--- config.mk ---
export PLATFORM = sky130hd
export DESIGN_NAME = sdbcs_command_state
export DESIGN_NICKNAME = d
export VERILOG_FILES = /design/src/core/sdbcs_pkg.sv /design/src/core/sdbcs_bank_if.sv /design/src/core/sdbcs_bank_fsm.sv /design/src/core/sdbcs_command_state.sv
export SDC_FILE = /design/constraint.sdc
export NUM_CORES = 1
export LEC_CHECK = 0
export ABC_AREA = 1
export BUFFER_PORTS_ARGS = -buffer_cell sky130_fd_sc_hd__buf_2
export CORE_ASPECT_RATIO = 0.5
export CORE_MARGIN = 10
export CORE_UTILIZATION = 35
export DETAILED_ROUTE_END_ITERATION = 10
export HOLD_SLACK_MARGIN = 0.1
export MAX_ROUTING_LAYER = met4
export PLACE_DENSITY = 0.52
export SYNTH_ARGS = -nofsm -noshare
export SYNTH_HDL_FRONTEND = slang
export SYNTH_SLANG_ARGS = --single-unit
--- constraint.sdc ---
create_clock -name core_clk -period 6.6 [get_ports core_clk]
set_clock_uncertainty 0.2 [all_clocks]
set_input_delay 0.33 -clock core_clk [delete_from_list [all_inputs] [get_ports core_clk]]
set_output_delay 0.33 -clock core_clk [all_outputs]
set_load 0.05 [all_outputs]
--- src/core/sdbcs_pkg.sv ---
// Shared constants and types for the SDRAM bank command and state tracker
package sdbcs_pkg;
    // ==========================================================
    // Geometry and pin bundle layout
    localparam int BANK_COUNT = 4;
    localparam int BANK_BITS = 2;
    localparam int ADDR_BITS = 12;
    localparam int AP_BIT = 10;
    localparam int BANK_LSB = 12;
    localparam int CMD_LSB = 14;
    localparam int PIN_BITS = 18;
    localparam logic [PIN_BITS-1:0] PIN_IDLE = 18'h3FFFF;

    // ==========================================================
    // Command codes as {cs, ras, cas, we}, all active low
    localparam logic [3:0] CMD_MODE = 4'h0;
    localparam logic [3:0] CMD_REF = 4'h1;
    localparam logic [3:0] CMD_PRE = 4'h2;
    localparam logic [3:0] CMD_ACT = 4'h3;
    localparam logic [3:0] CMD_WRITE = 4'h4;
    localparam logic [3:0] CMD_READ = 4'h5;
    localparam logic [3:0] CMD_STOP = 4'h6;
    localparam logic [3:0] CMD_NOP = 4'h7;

    // ==========================================================
    // Timing; every cycle count must come out at two or more
    localparam int CORE_CLK_MHZ = 125;
    localparam int PRECHARGE_RECOVERY_NS = 20;
    localparam int ACTIVATE_TO_ACCESS_NS = 20;
    localparam int REFRESH_CYCLE_NS = 70;
    localparam int MODE_LOAD_DELAY_CYC = 2;
    localparam int BURST_BEATS = 4;
    localparam int CNT_BITS = 8;

    function automatic int ns_to_cyc(input int ns);
        int cyc;
        cyc = (ns * CORE_CLK_MHZ + 999) / 1000;
        return (cyc < 1) ? 1 : cyc;
    endfunction

    localparam int PRECHARGE_RECOVERY_CYC = ns_to_cyc(PRECHARGE_RECOVERY_NS);
    localparam int ACTIVATE_TO_ACCESS_CYC = ns_to_cyc(ACTIVATE_TO_ACCESS_NS);
    localparam int REFRESH_CYCLE_CYC = ns_to_cyc(REFRESH_CYCLE_NS);
    localparam logic [CNT_BITS-1:0] PRE_LOAD = CNT_BITS'(PRECHARGE_RECOVERY_CYC - 1);
    localparam logic [CNT_BITS-1:0] ACT_LOAD = CNT_BITS'(ACTIVATE_TO_ACCESS_CYC - 1);
    localparam logic [CNT_BITS-1:0] REF_LOAD = CNT_BITS'(REFRESH_CYCLE_CYC - 1);
    localparam logic [CNT_BITS-1:0] MODE_LOAD = CNT_BITS'(MODE_LOAD_DELAY_CYC - 1);
    localparam logic [CNT_BITS-1:0] BURST_LOAD = CNT_BITS'(BURST_BEATS - 1);

    // ==========================================================
    // State encodings
    typedef enum logic [7:0] {
        BK_IDLE = 8'h01,
        BK_OPENING = 8'h02,
        BK_ACTIVE = 8'h04,
        BK_READ = 8'h08,
        BK_WRITE = 8'h10,
        BK_READ_AP = 8'h20,
        BK_WRITE_AP = 8'h40,
        BK_CLOSING = 8'h80
    } sdbcs_bank_state_type;

    typedef enum logic [3:0] {
        DEV_READY = 4'h1,
        DEV_REFRESH = 4'h2,
        DEV_MODE = 4'h4,
        DEV_PREALL = 4'h8
    } sdbcs_dev_state_type;
endpackage

--- src/core/sdbcs_bank_if.sv ---
// Command strobes and state exchanged between the decoder and one bank
`timescale 1ns/1ps
interface sdbcs_bank_if;
    import sdbcs_pkg::*;
    logic actGo;
    logic readGo;
    logic writeGo;
    logic preGo;
    logic stopGo;
    logic cutGo;
    logic autoPre;
    sdbcs_bank_state_type state;
    logic burstRun;
    modport ctrl (output actGo, readGo, writeGo, preGo, stopGo, cutGo, autoPre,
                  input state, burstRun);
    modport bank (input actGo, readGo, writeGo, preGo, stopGo, cutGo, autoPre,
                  output state, burstRun);
endinterface

--- src/core/sdbcs_bank_fsm.sv ---
// One bank's state machine with its recovery and burst counters
`timescale 1ns/1ps
module sdbcs_bank_fsm (
    input wire logic core_clk, // Core clock
    input wire logic rst, // Async reset, active high
    sdbcs_bank_if.bank link // Legal commands in, state out
);
    import sdbcs_pkg::*;

    localparam int PRE_WAIT = PRECHARGE_RECOVERY_CYC;
    localparam int ACT_WAIT = ACTIVATE_TO_ACCESS_CYC;
    localparam int AP_WAIT = PRECHARGE_RECOVERY_CYC - 1;

    sdbcs_bank_state_type state_reg, state_next, burstTarget;
    logic [CNT_BITS-1:0] waitCnt_reg, waitCnt_next, beats_reg, beats_next;
    logic recover_reg, recover_next;

    // ==========================================================
    // Decode
    wire startBurst = link.readGo | link.writeGo;
    wire cut = link.stopGo | link.cutGo;
    wire waitDone = waitCnt_reg <= CNT_BITS'(1);
    wire beatsDone = beats_reg == '0;
    wire isAp = (state_reg == BK_READ_AP) || (state_reg == BK_WRITE_AP);
    assign burstTarget = link.readGo ? (link.autoPre ? BK_READ_AP : BK_READ)
                                     : (link.autoPre ? BK_WRITE_AP : BK_WRITE);
    assign link.state = state_reg;
    assign link.burstRun = (state_reg == BK_READ) || (state_reg == BK_WRITE) ||
                           (isAp && !recover_reg);

    // ==========================================================
    // Next state; only legal commands reach this bank
    always_comb begin
        state_next = state_reg;
        waitCnt_next = (waitCnt_reg == '0) ? waitCnt_reg : waitCnt_reg - CNT_BITS'(1);
        beats_next = beatsDone ? beats_reg : beats_reg - CNT_BITS'(1);
        recover_next = recover_reg;
        case (state_reg)
            BK_IDLE: begin
                // Precharge to an idle bank falls through untouched
                if (link.actGo) begin
                    state_next = BK_OPENING;
                    waitCnt_next = ACT_LOAD;
                end
            end
            BK_OPENING: begin
                if (waitDone) begin
                    state_next = BK_ACTIVE;
                end
            end
            BK_ACTIVE, BK_READ, BK_WRITE: begin
                if (startBurst) begin
                    state_next = burstTarget;
                    beats_next = BURST_LOAD;
                    waitCnt_next = PRE_LOAD;
                    recover_next = 1'b0;
                end else if (link.preGo) begin
                    state_next = BK_CLOSING;
                    waitCnt_next = PRE_LOAD;
                end else if (state_reg != BK_ACTIVE && (cut || beatsDone)) begin
                    state_next = BK_ACTIVE;
                end
            end
            BK_READ_AP, BK_WRITE_AP: begin
                // Recovery count waits for the burst to end or be cut
                if (!recover_reg) begin
                    waitCnt_next = waitCnt_reg;
                    recover_next = cut || beatsDone;
                end else if (waitDone) begin
                    state_next = BK_IDLE;
                    recover_next = 1'b0;
                end
            end
            BK_CLOSING: begin
                if (waitDone) begin
                    state_next = BK_IDLE;
                end
            end
            default: state_next = BK_IDLE;
        endcase
    end

    always_ff @(posedge core_clk or posedge rst) begin
        if (rst) begin
            state_reg <= BK_IDLE;
            waitCnt_reg <= '0;
            beats_reg <= '0;
            recover_reg <= 1'b0;
        end else begin
            state_reg <= state_next;
            waitCnt_reg <= waitCnt_next;
            beats_reg <= beats_next;
            recover_reg <= recover_next;
        end
    end
endmodule

--- src/core/sdbcs_command_state.sv ---
// Command decoder and bank state tracker for a four-bank SDRAM
`timescale 1ns/1ps
module sdbcs_command_state (
    input wire logic core_clk, // 125 MHz core clock
    input wire logic rst, // Async reset, active high
    input wire logic sdramCsN, // Chip select pin
    input wire logic sdramRasN, // Row strobe pin
    input wire logic sdramCasN, // Column strobe pin
    input wire logic sdramWeN, // Write enable pin
    input wire logic [sdbcs_pkg::ADDR_BITS-1:0] sdramAddr, // Address pins
    input wire logic bankSelectLo, // Bank select, low bit
    input wire logic bankSelectHi, // Bank select, high bit
    output sdbcs_pkg::sdbcs_bank_state_type bankState [sdbcs_pkg::BANK_COUNT], // Per bank
    output sdbcs_pkg::sdbcs_dev_state_type deviceState, // Device-wide phase
    output logic allBanksIdle, // Every bank idle
    output logic cmdTaken, // Pulse: command executed
    output logic cmdIllegal, // Pulse: command refused
    output logic burstLive, // Most recent burst still running
    output logic [sdbcs_pkg::BANK_BITS-1:0] burstBank // Bank of most recent burst
);
    import sdbcs_pkg::*;

    localparam int PRE_WAIT = PRECHARGE_RECOVERY_CYC;
    localparam int REF_WAIT = REFRESH_CYCLE_CYC;
    localparam int MODE_WAIT = MODE_LOAD_DELAY_CYC;

    // ==========================================================
    // Pin synchroniser
    logic [PIN_BITS-1:0] pinMeta_reg, pinSync_reg;

    always_ff @(posedge core_clk or posedge rst) begin
        if (rst) begin
            pinMeta_reg <= PIN_IDLE;
            pinSync_reg <= PIN_IDLE;
        end else begin
            pinMeta_reg <= {sdramCsN, sdramRasN, sdramCasN, sdramWeN,
                            bankSelectHi, bankSelectLo, sdramAddr};
            pinSync_reg <= pinMeta_reg;
        end
    end

    // ==========================================================
    // Command decode
    wire [3:0] cmdCode = pinSync_reg[CMD_LSB +: 4];
    wire [BANK_BITS-1:0] selBank = pinSync_reg[BANK_LSB +: BANK_BITS];
    wire autoPrechargeSelectBit = pinSync_reg[AP_BIT];
    wire isInhibit = cmdCode[3];
    wire isNop = cmdCode == CMD_NOP;
    wire isAct = cmdCode == CMD_ACT;
    wire isRead = cmdCode == CMD_READ;
    wire isWrite = cmdCode == CMD_WRITE;
    wire isPre = cmdCode == CMD_PRE;
    wire isRef = cmdCode == CMD_REF;
    wire isMode = cmdCode == CMD_MODE;
    wire isStop = cmdCode == CMD_STOP;

    sdbcs_dev_state_type devState_reg, devState_next;
    logic [CNT_BITS-1:0] devCnt_reg, devCnt_next;
    logic [BANK_BITS-1:0] lastBank_reg;
    logic cmdTaken_reg, cmdIllegal_reg;
    wire devReady = devState_reg == DEV_READY;

    // ==========================================================
    // Per-bank legality and bank instances
    logic [BANK_COUNT-1:0] idleVec, activeVec, burstVec, preOkVec, runVec;
    logic [BANK_COUNT-1:0] actGoVec, readGoVec, writeGoVec, preGoVec, stopGoVec;
    wire allPreOk = &preOkVec;
    wire anyAccess = |(readGoVec | writeGoVec);

    sdbcs_bank_if bankLink [BANK_COUNT] ();

    genvar gi;
    generate
        for (gi = 0; gi < BANK_COUNT; gi++) begin : g_bank
            wire hit = selBank == BANK_BITS'(gi);
            assign idleVec[gi] = bankLink[gi].state == BK_IDLE;
            assign activeVec[gi] = bankLink[gi].state == BK_ACTIVE;
            assign burstVec[gi] = (bankLink[gi].state == BK_READ) ||
                                  (bankLink[gi].state == BK_WRITE);
            assign preOkVec[gi] = idleVec[gi] | activeVec[gi] | burstVec[gi];
            assign runVec[gi] = bankLink[gi].burstRun;
            // Other banks' states gate a bank's own commands only through precharge-all
            assign actGoVec[gi] = devReady & isAct & hit & idleVec[gi];
            assign readGoVec[gi] = devReady & isRead & hit &
                                   (activeVec[gi] | burstVec[gi]);
            assign writeGoVec[gi] = devReady & isWrite & hit &
                                    (activeVec[gi] | burstVec[gi]);
            assign preGoVec[gi] = devReady & isPre & (autoPrechargeSelectBit ? allPreOk
                                  : hit & preOkVec[gi]);
            assign stopGoVec[gi] = devReady & isStop & runVec[gi] &
                                   (lastBank_reg == BANK_BITS'(gi));
            assign bankLink[gi].actGo = actGoVec[gi];
            assign bankLink[gi].readGo = readGoVec[gi];
            assign bankLink[gi].writeGo = writeGoVec[gi];
            assign bankLink[gi].preGo = preGoVec[gi];
            assign bankLink[gi].stopGo = stopGoVec[gi];
            // A burst started elsewhere cuts this bank's burst
            assign bankLink[gi].cutGo = anyAccess & !hit;
            assign bankLink[gi].autoPre = autoPrechargeSelectBit;
            assign bankState[gi] = bankLink[gi].state;

            sdbcs_bank_fsm u_bank (
                .core_clk(core_clk),
                .rst(rst),
                .link(bankLink[gi])
            );
        end
    endgenerate

    // ==========================================================
    // Device-wide phases
    wire refreshTake = devReady & isRef & allBanksIdle;
    wire modeTake = devReady & isMode & allBanksIdle;
    wire preAllTake = devReady & isPre & autoPrechargeSelectBit & allPreOk;
    wire anyGo = |{actGoVec, readGoVec, writeGoVec, preGoVec, stopGoVec};
    wire cmdLegal = anyGo | refreshTake | modeTake;
    wire quietCmd = isInhibit | isNop;
    wire devWaitDone = devCnt_reg <= CNT_BITS'(1);

    always_comb begin
        devState_next = devState_reg;
        devCnt_next = (devCnt_reg == '0) ? devCnt_reg : devCnt_reg - CNT_BITS'(1);
        case (devState_reg)
            DEV_READY: begin
                if (refreshTake) begin
                    devState_next = DEV_REFRESH;
                    devCnt_next = REF_LOAD;
                end else if (modeTake) begin
                    devState_next = DEV_MODE;
                    devCnt_next = MODE_LOAD;
                end else if (preAllTake) begin
                    devState_next = DEV_PREALL;
                    devCnt_next = PRE_LOAD;
                end
            end
            DEV_REFRESH, DEV_MODE, DEV_PREALL: begin
                if (devWaitDone) begin
                    devState_next = DEV_READY;
                end
            end
            default: devState_next = DEV_READY;
        endcase
    end

    always_ff @(posedge core_clk or posedge rst) begin
        if (rst) begin
            devState_reg <= DEV_READY;
            devCnt_reg <= '0;
        end else begin
            devState_reg <= devState_next;
            devCnt_reg <= devCnt_next;
        end
    end

    // ==========================================================
    // Burst ownership and command verdict
    // Anything outside the tables is flagged and dropped
    always_ff @(posedge core_clk or posedge rst) begin
        if (rst) begin
            lastBank_reg <= '0;
            cmdTaken_reg <= 1'b0;
            cmdIllegal_reg <= 1'b0;
        end else begin
            if (anyAccess) begin
                lastBank_reg <= selBank;
            end
            cmdTaken_reg <= !quietCmd & cmdLegal;
            cmdIllegal_reg <= !quietCmd & !cmdLegal;
        end
    end

    assign deviceState = devState_reg;
    assign allBanksIdle = &idleVec;
    assign cmdTaken = cmdTaken_reg;
    assign cmdIllegal = cmdIllegal_reg;
    assign burstBank = lastBank_reg;
    assign burstLive = runVec[lastBank_reg];
endmodule

# After elaboration in Yosys (flattened, before gate mapping)
# Cells that the tools add are included.
# W data, S select, Z words.
[classes]
add_sub_neg = 9
n_mul = 0
n_div = 0
order_cmp = 6
n_eq_ne = 75
shift = 0
muxes = 106
n_bitwise = 81
n_reduce_logical = 72
[op_table]
columns = ["cell", "count"]
rows = [
  ["$mux W8", 66],
  ["$pmux W8 S5", 4],
  ["$pmux W8 S3", 4],
  ["$logic_not A8 Y1", 9],
  ["$sub A8 B1 Y8 const B", 9],
  ["$and A1 B1 Y1", 57],
  ["$le A8 B1 Y1 const B", 5],
  ["$eq A8 B1 Y1 const B", 4],
  ["$eq A8 B2 Y1 const B", 4],
  ["$eq A8 B3 Y1 const B", 4],
  ["$eq A8 B4 Y1 const B", 4],
  ["$eq A8 B5 Y1 const B", 4],
  ["$eq A8 B6 Y1 const B", 4],
  ["$eq A8 B7 Y1 const B", 4],
  ["$eq A8 B8 Y1 const B", 4],
  ["$ne A2 B1 Y1 const B", 16],
  ["$ne A8 B3 Y1 const B", 4],
  ["$mux W7", 4],
  ["$reduce_and A4 Y1", 6],
  ["$or A1 B1 Y1", 23],
  ["$eq A4 B3 Y1 const B", 5],
  ["$reduce_or A20 Y1", 1],
  ["$mux W1", 17],
  ["$logic_or A1 B1 Y1", 16],
  ["other kinds (24)", 71],
]
[word_totals]
regBits = 152
latchBits = 0
mem_bits_rw = 0
rom_bits = 0
inputBits = 20
output_inout_bits = 42
wordCells = 372
memories = 0

# Longest topological paths before layout
# Gate-level depths: netlist (run 1).
[logic_depth]
ltp_word = 14
ltp_mapped = 16
mapped_depth_nobuf = 16

# By module
# From an unflattened synthesis (run 1), not the netlist that was laid out.
[unflattened]
hier_cells = 1208
hier_area_um2 = 8772.2
[modules_own_cells]
columns = ["module", "instances", "cells_per_inst", "area_per_inst_um2", "seq_area_each_um2"]
rows = [
  ["sdbcs_bank_fsm at g_bank[0].u_bank ...", 2, 206, 1581.5, 626.9],
  ["sdbcs_command_state", 1, 356, 2267.2, 769.5],
  ["sdbcs_bank_fsm at g_bank[3].u_bank", 1, 220, 1699.1, 626.9],
  ["sdbcs_bank_fsm at g_bank[2].u_bank", 1, 220, 1642.8, 626.9],
]

# Worst setup path after synthesis (run 1)
# OpenSTA, ideal clock, no wires.
[synth_path]
path_kind = "register -> output"
start = "reg g_bank[2].u_bank.state_reg[1]"
end = "out burstLive"
t_arrival_ns = 1.939
t_required_ns = 6.070
path_slack_ns = 4.131
stages_incl_launch_ff = 9
path_cell_list = "dfrtp_1 > nor2_1 > inv_1 > nor2_1 > nand4_1 > nand2_1 > nand2_1 > a32o_1 > inv_1"
[synth_via]
elab_chain_cells = 6
[synth_rtl]
columns = ["element", "line_no", "rtl"]
rows = [
  ["start, declared", "sdbcs_bank_fsm.sv:14", "sdbcs_bank_state_type state_reg, state_next, burstTarget;"],
  ["start signal, assigned", "sdbcs_bank_fsm.sv:90", "state_reg <= state_next;"],
  ["$eq A8 B6 Y1 / $eq A8 B7 Y1 (equally long branches)", "sdbcs_bank_fsm.sv:24", "wire isAp = (state_reg == BK_READ_AP) || (state_reg == BK_WRITE_AP);"],
  ["$logic_or A1 B1 Y1", "sdbcs_bank_fsm.sv:24", ""],
  ["$logic_and A1 B1 Y1", "sdbcs_bank_fsm.sv:29", "(isAp && !recover_reg);"],
  ["$logic_or A1 B1 Y1 *", "sdbcs_bank_fsm.sv:28", "assign link.burstRun = (state_reg == BK_READ) || (state_reg == BK_WRITE) ||"],
  ["$bmux W1 S2 *", "sdbcs_command_state.sv:177", "assign burstLive = runVec[lastBank_reg];"],
  ["$mux W1 (implied by the code) *", "sdbcs_command_state.sv:177", ""],
  ["end, declared", "sdbcs_command_state.sv:18", "output logic burstLive,"],
]
# Mark *: on every way between the ends. The rest lies on a longest branch, timed or not. The select of a mux whose other input is x is not followed.

# Worst setup path after layout (run 1)
# Same ends and word-level chain as after synthesis.

==> out/qor_table.md, run 1 <==
| Metric | Value |
|:---|:---|
| I/O pin count | 62 |
| Final weighted congestion in routability-driven placement | 0.882 |
| Half-perimeter wire length of the detailed placement result | 15.8 mm |
| Worst Setup Start Kind | flop |
| Count of maximum capacitance violations | 0 |
| Die Y-Extent | 129 um |
| Clock insertion delay at the later pin of the skew report | 440 ps |
| Required time at the endpoint of the critical path | 6070 ps |
| Initial core utilization | 35.9% |
| DRC Markers | 0 |
| Clock-pin transition on the worst setup and hold timing paths | 60 ps |
| # diodes | 0 |
| Final WL | 20.7 mm |
| Tightest Pin Transition | 893 ps |
| Number of nets at the end of the flow | 1208 |
| Vias in the first global route | 6925 |
| Number of setup violations in the final report | 0 |
| Leakage | 5.00 nW |
| Count of antenna-violating nets left after detailed routing | 0 |
| Adder-cell share of the synthesized area | 3.17% |
| EDFF count, synth | 0 |
| Core Area | 23100 um2 |
| Stage delay of the slowest cell on the critical path | 420 ps |
| Average size of a mapped cell | 7.58 um2 |
| Area of the multi-input gates | 4410 um2 |
| Cell area after synthesis | 8300 um2 |
| Arrival time reported for the critical path endpoint | 2540 ps |
| Hold Path Class | reg2reg |
| Top cell types by occurrence after synthesis | nand2_1 (266), nor2_1 (159), inv_1 (126) |
| Die footprint | 30600 um2 |
| Via-to-Cell Ratio | 4.76 |
| Hold Violations, Final | 0 |
| Pre-Repair DR Iteration Count | 5 |
| Cts repair resizes | 0 |
| Row count | 39 |
| Count of yosys warnings during synthesis | 0 |
| Post-synth top area share | 33.5% |
| Top flip-flop cell by instance count after synthesis | dfrtp_1 |
| Synth async-reset ratio | 100% |
| Growth of design area from synthesis to finish | 14.7% |
| Wire length of the first global-routing pass | 35.1 mm |
| Sequential fraction of the synthesis area | 39.5% |
| Fill cell instance count of the final layout | 2389 |
| Hold Slack | 158 ps |
| Cell count after synthesis | 1094 |
| Synth Net Count | 1135 |
| Max Clk Rate | 325 MHz |
| Path type of the worst setup path | reg2out |
| Maximum number of pins on one net before global-route repair | 68 |
| Post-synthesis mux area share | 0% |
| H-Tree Depth | 4 |
| Power density over the cells | 389 nW/um2 |
| Minimum clock period after layout | 3070 ps |
| Flops & latches, synth | 130 |
| Violation count after the first detailed-routing iteration | 426 |
| RSZ-0062 raised after global routing | no |
| Maximum net fanout on the critical path | 9 |
| Count of vias placed by the detailed router | 7076 |
| Largest family of logic cells by synthesized area | simple AND/OR/NAND/NOR gates |
| Clock tree from TritonCTS | built |
| Total routing usage reported by global routing | 14.6% |
| Synth area leaders | dfrtp_1 (33%), nand2_1 (12%), nor2_1 (7.2%), dfstp_2 (6.0%), inv_1 (5.7%) |
| Post-synthesis compound-gate area fraction | 7.36% |
| Antenna violations before repair | 0 |
| Cell type contributing the most total cell area after synthesis | dfrtp_1 |
| Setup crit end kind | output pin |
| Basic-gate share of the synthesized area counting and, or, nand and nor cells | 36.5% |
| Number of sinks handled by clock tree synthesis | 130 |
| Xor/xnor cell area share of the yosys netlist | 6.12% |
| Fin. max-slew vios | 0 |
| Wire length per cell | 13.9 um |
| Port bufs | 50 |
| Fraction of layout cells with a size suffix above 1 | 18.0% |
| Number of setup buffers added after CTS | 0 |
| Most common cell in the synthesized netlist | nand2_1 |
| Master cell of the clock root buffer | clkbuf_16 |
| Clock buffers created by TritonCTS | 17 |
| Max_slew headroom | 40.5% |
| CP max stage cell | nand4_1 |
| Period Utilization, post-route | 46.6% |
| Floorplan die width | 238 um |
| Cts hold-fix bufs | 8 |
| Outcome | finished, final reports clean |
| Maximum buffer depth of the clock tree | 2 |
| Remaining Overflow, GRT | 0 |
| Seq. cell area | 3280 um2 |
| Synth cell types | 51 |
| Summed negative setup slack over all endpoints | 0 ps |
| Highest ir drop seen on vdd | 0.136 mV |
| Sequence of cells on the critical path | nor2_1 -> inv_1 -> nor2_1 -> nand4_1 -> nand2_1 -> nand2_1 -> a32o_1 -> inv_1 -> buf_2 |
-- final cells by class --
| cell class | count | share of cell area, % |
|---|---|---|
| Clock buffer | 27 | 5.29 |
| Sequential cell | 130 | 34.4 |
| Inverter | 152 | 6.02 |
| Tap cell | 307 | 4.04 |
| Timing Repair Buffer | 59 | 3.55 |
| Clock inverter | 5 | 0.316 |
| Multi-Input combinational cell | 807 | 46.3 |
-- per-layer routing --
metal	wire (um)	share of wire (%)	up-vias	track usage, %
li1	-	-	3627	-
met1	10100	49	3345	18.4
met2	9490	46	84	22.8
met3	838	4.0	20	3.45
met4	287	1.4	0	4.87
met5	0	0	-	-
-- kinds of logic after synthesis --
| family | count (synthesis) |
|---|---|
| AO/OA/AOI/OAI | 98 |
| buffers and inverters | 157 |
| flip-flops | 130 |
| adder cells (fa/ha/maj) | 21 |
| AND/OR/NAND/NOR | 630 |
| XOR/XNOR | 58 |
-- power breakdown --
group | internal [W] | switching (W)
logic | 0.000577 | 0.000999
clock network | 0.000517 | 0.000352
registers | 0.00105 | 0.000202
-- layout by cell type, fill, tap and decap left out, drive strengths merged, types with 19 or more instances in the layout --
master and instances:
nand2 307, nor2 185, inv 151, dfrtp 111
nand3 84, buf 51, o21ai 47, xor2 45
clkbuf 27, nor3 22, a21oi 22, ha 21
dfstp 19
-- path summary, 6_finish.rpt --
| check | startpoint | to | slack, ps | cells past startpoint |
|---|---|---|---|---|
| worst max-delay path | g_bank[2].u_bank.link.state[1]$_DFFE_PP0P_ | burstLive | 3530 | 9 |
| worst min-delay path | pinMeta_reg[15]$_DFF_PP1_ | pinSync_reg[15]$_DFF_PP1_ | 160 | 0 |
| worst max register to register | deviceState[0]$_DFFE_PP1P_ | g_bank[1].u_bank.link.state[2]$_DFFE_PP0P_ | 4070 | 13 |
| worst min register to register | pinMeta_reg[15]$_DFF_PP1_ | pinSync_reg[15]$_DFF_PP1_ | 160 | 0 |
| max in group asynchronous | rst | g_bank[1].u_bank.waitCnt_reg[2]$_DFFE_PP0P_ | 4430 | 4 |
| min in group asynchronous | rst | g_bank[3].u_bank.beats_reg[5]$_DFF_PP0_ | 380 | 3 |
-- worst max-delay path, delay by kind of cell, from the launching register on --
| family | cells | cell delay, ps |
|---|---|---|
| AO/OA/AOI/OAI | 1 | 240 |
| flip-flops | 1 | 410 |
| AND/OR/NAND/NOR | 5 | 1050 |
| buffers and inverters | 3 | 410 |
-- through the flow --
| step | area, um2 | power [W] | worst slack [ps] | std cells | util (%) |
|---|---|---|---|---|---|
| floorplan | 8300 | 0.00251 | 2630 | 1094 | - |
| global placement | 8900 | 0.00280 | 4000 | 1447 | 38.6 |
| detailed placement | 8900 | 0.00284 | 3970 | 1447 | 38.6 |
| CTS | 9510 | 0.00374 | 3470 | 1487 | 41.2 |
| global route | 9510 | 0.00403 | 3290 | 1487 | 41.2 |
| finish | 9510 | 0.00370 | 3530 | 1487 | 41.2 |
Note: power is estimated with default switching activity, not from simulation.
==> run 2, diff against run 1 <==
==> constraint.sdc (replaced) <==
create_clock -name core_clk -period 3.15 [get_ports core_clk]
set_clock_uncertainty 0.2 [all_clocks]
set_input_delay 0.1575 -clock core_clk [delete_from_list [all_inputs] [get_ports core_clk]]
set_output_delay 0.1575 -clock core_clk [all_outputs]
set_load 0.05 [all_outputs]
==> run 2 against run 1 <==
Net effect: worst setup slack worse by 3100 ps; clock-buffer cell count down 9; critical path depth up 2; register-to-register slack worse by 3500 ps; die area unchanged; utilization up 0.54 points; hold slack worse by 2.4 ps; cell area up 1.3%; sequential power up 110%; wire length up 1.2%; critical endpoint unchanged; largest power group unchanged.
==> out/qor_table.md, run 2 (synthesis results as in run 1) <==
| Metric | Value |
|:---|:---|
| Core Area | 23100 um2 |
| Row count | 39 |
| Final WL | 21.0 mm |
| Number of nets at the end of the flow | 1211 |
| Stage delay of the slowest cell on the critical path | 420 ps |
| Total routing usage reported by global routing | 14.6% |
| H-Tree Depth | 4 |
| Power density over the cells | 828 nW/um2 |
| Growth of design area from synthesis to finish | 16.2% |
| Maximum buffer depth of the clock tree | 2 |
| Worst Setup Start Kind | flop |
| Number of sinks handled by clock tree synthesis | 130 |
| Count of maximum capacitance violations | 0 |
| Via-to-Cell Ratio | 4.78 |
| Tightest Pin Transition | 952 ps |
| Clock tree from TritonCTS | built |
| Wire length per cell | 14.1 um |
| Number of setup violations in the final report | 0 |
| Fill cell instance count of the final layout | 2350 |
| Summed negative setup slack over all endpoints | 0 ps |
| Vias in the first global route | 6993 |
| Period Utilization, post-route | 87.3% |
| Floorplan die width | 238 um |
| Required time at the endpoint of the critical path | 2790 ps |
| Count of antenna-violating nets left after detailed routing | 0 |
| Sequence of cells on the critical path | inv_1 -> nand2_1 -> nor2_1 -> nand2_1 -> inv_1 -> nand2_1 -> nand2_1 -> a21oi_1 -> a32o_1 -> inv_1 -> buf_2 |
| Fraction of layout cells with a size suffix above 1 | 18.6% |
| CP max stage cell | dfrtp_1 |
| Leakage | 5.05 nW |
| Path type of the worst setup path | reg2out |
| Number of placed cells counting well taps | 1450 |
| DRC Markers | 0 |
| Die footprint | 30600 um2 |
| Port bufs | 50 |
| Cell type group with the largest total delay on the critical path | simple AND/OR/NAND/NOR gates |
| Commonest non-fill, non-tap cell in the layout | nand2_1 |
| # diodes | 0 |
| Antenna violations before repair | 0 |
| Area after DPL | 8950 um2 |
| Maximum net fanout on the critical path | 8 |
| Wire length of the first global-routing pass | 35.1 mm |
| Highest ir drop seen on vdd | 0.379 mV |
| Max Clk Rate | 364 MHz |
| Hold Slack | 155 ps |
| Pwr Total | 0.00798 W |
| Hold Violations, Final | 0 |
| Hold Path Class | reg2reg |
| Clock buffers created by TritonCTS | 17 |
| Max_slew headroom | 36.4% |
| I/O pin count | 62 |
| Clock-pin transition on the worst setup and hold timing paths | 60 ps |
| Half-perimeter wire length of the detailed placement result | 16.1 mm |
| Final weighted congestion in routability-driven placement | 0.882 |
| Pre-Repair DR Iteration Count | 5 |
| Setup crit end kind | output pin |
| Cts repair resizes | 0 |
| Post-route design area | 9640 um2 |
| Clock insertion delay at the later pin of the skew report | 440 ps |
| Count of vias placed by the detailed router | 7117 |
| Die Y-Extent | 129 um |
| Master cell of the clock root buffer | clkbuf_16 |
| Outcome | finished, final reports clean |
| Remaining Overflow, GRT | 0 |
| Count of buffer and inverter cells on the critical path | 4 |
| Violation count after the first detailed-routing iteration | 461 |
| Fin. max-slew vios | 0 |
| RSZ-0062 raised after global routing | no |
| Cell repeated most along the worst path | nand2_1 |
| Arrival time reported for the critical path endpoint | 2390 ps |
| Initial core utilization | 35.9% |
| Maximum number of pins on one net before global-route repair | 48 |
| Highest-count cells in the layout ignoring fill and taps | nand2_1 (266), nor2_1 (159), inv_1 (125), dfrtp_1 (111), nand3_1 (72) |
| Minimum clock period after layout | 2750 ps |
| Filler-free cell count of the finished design | 1490 |
-- run 2: cell types whose count changed in the layout (fill, tap and decap cells not counted) --
| cell | delta |
|---|---|
| buf_12 | +2 |
| buf_4 | +1 |
| bufinv_16 | +3 |
| clkbuf_1 | -5 |
| clkbuf_8 | -4 |
| clkinv_2 | -2 |
| clkinv_4 | +4 |
| clkinvlp_4 | +1 |
| inv_4 | -1 |
| inv_6 | +4 |
-- run 2: repair_timing --
action | in CTS | in global routing
hold buffers | 8 | 0
endpoints found under the hold margin | 41 | 0
buffers inserted | 0 | 0
endpoints found under the setup margin | 0 | 0
-- run 2: path summary, 6_finish.rpt --
path | from | to | slack (ps) | cells after the start
worst max-delay path | g_bank[0].u_bank.link.state[4]$_DFFE_PP0P_ | burstLive | 400 | 11
worst min-delay path | pinMeta_reg[10]$_DFF_PP1_ | pinSync_reg[10]$_DFF_PP1_ | 160 | 0
worst max register to register | deviceState[0]$_DFFE_PP1P_ | g_bank[1].u_bank.link.state[4]$_DFFE_PP0P_ | 590 | 13
worst min register to register | pinMeta_reg[10]$_DFF_PP1_ | pinSync_reg[10]$_DFF_PP1_ | 160 | 0
max in group asynchronous | rst | pinMeta_reg[14]$_DFF_PP1_ | 1690 | 4
min in group asynchronous | rst | burstBank[1]$_DFFE_PP0N_ | 280 | 3
-- run 2: layout make-up --
cell class | instances | area, um2 | share of cell area, %
inverters | 152 | 574 | 5.96
flip-flops and latches | 130 | 3280 | 34.0
multi-input cells | 807 | 4410 | 45.7
clock buffers | 18 | 429 | 4.45
repair buffers | 62 | 385 | 4.00
well taps | 307 | 384 | 3.98
clock inverters | 14 | 180 | 1.87
-- run 2: power breakdown --
group	leakage (nW)	internal, W	switching (W)
registers	1.63	0.00220	0.000416
clock network	0.292	0.00126	0.000802
logic	3.13	0.00121	0.00209
-- run 2: per-stage QoR --
stage / worst slack [ps] / utilization, %
finish: 400 / 41.8
global route: 153 / 41.8
CTS: 317 / 41.8
detailed placement: 675 / 38.8
global placement: 691 / 38.8
floorplan: 745 / -
-- run 2: layer usage --
layer / vias to the layer above / part of all wire (%) / global-route usage [%] / routed length (um)
li1: 3649 / - / - / -
met5: - / 0 / - / 0
met1: 3347 / 51 / 19.2 / 10700
met4: 0 / 1.4 / 4.98 / 285
met2: 99 / 45 / 22.2 / 9340
met3: 22 / 3.3 / 2.81 / 695
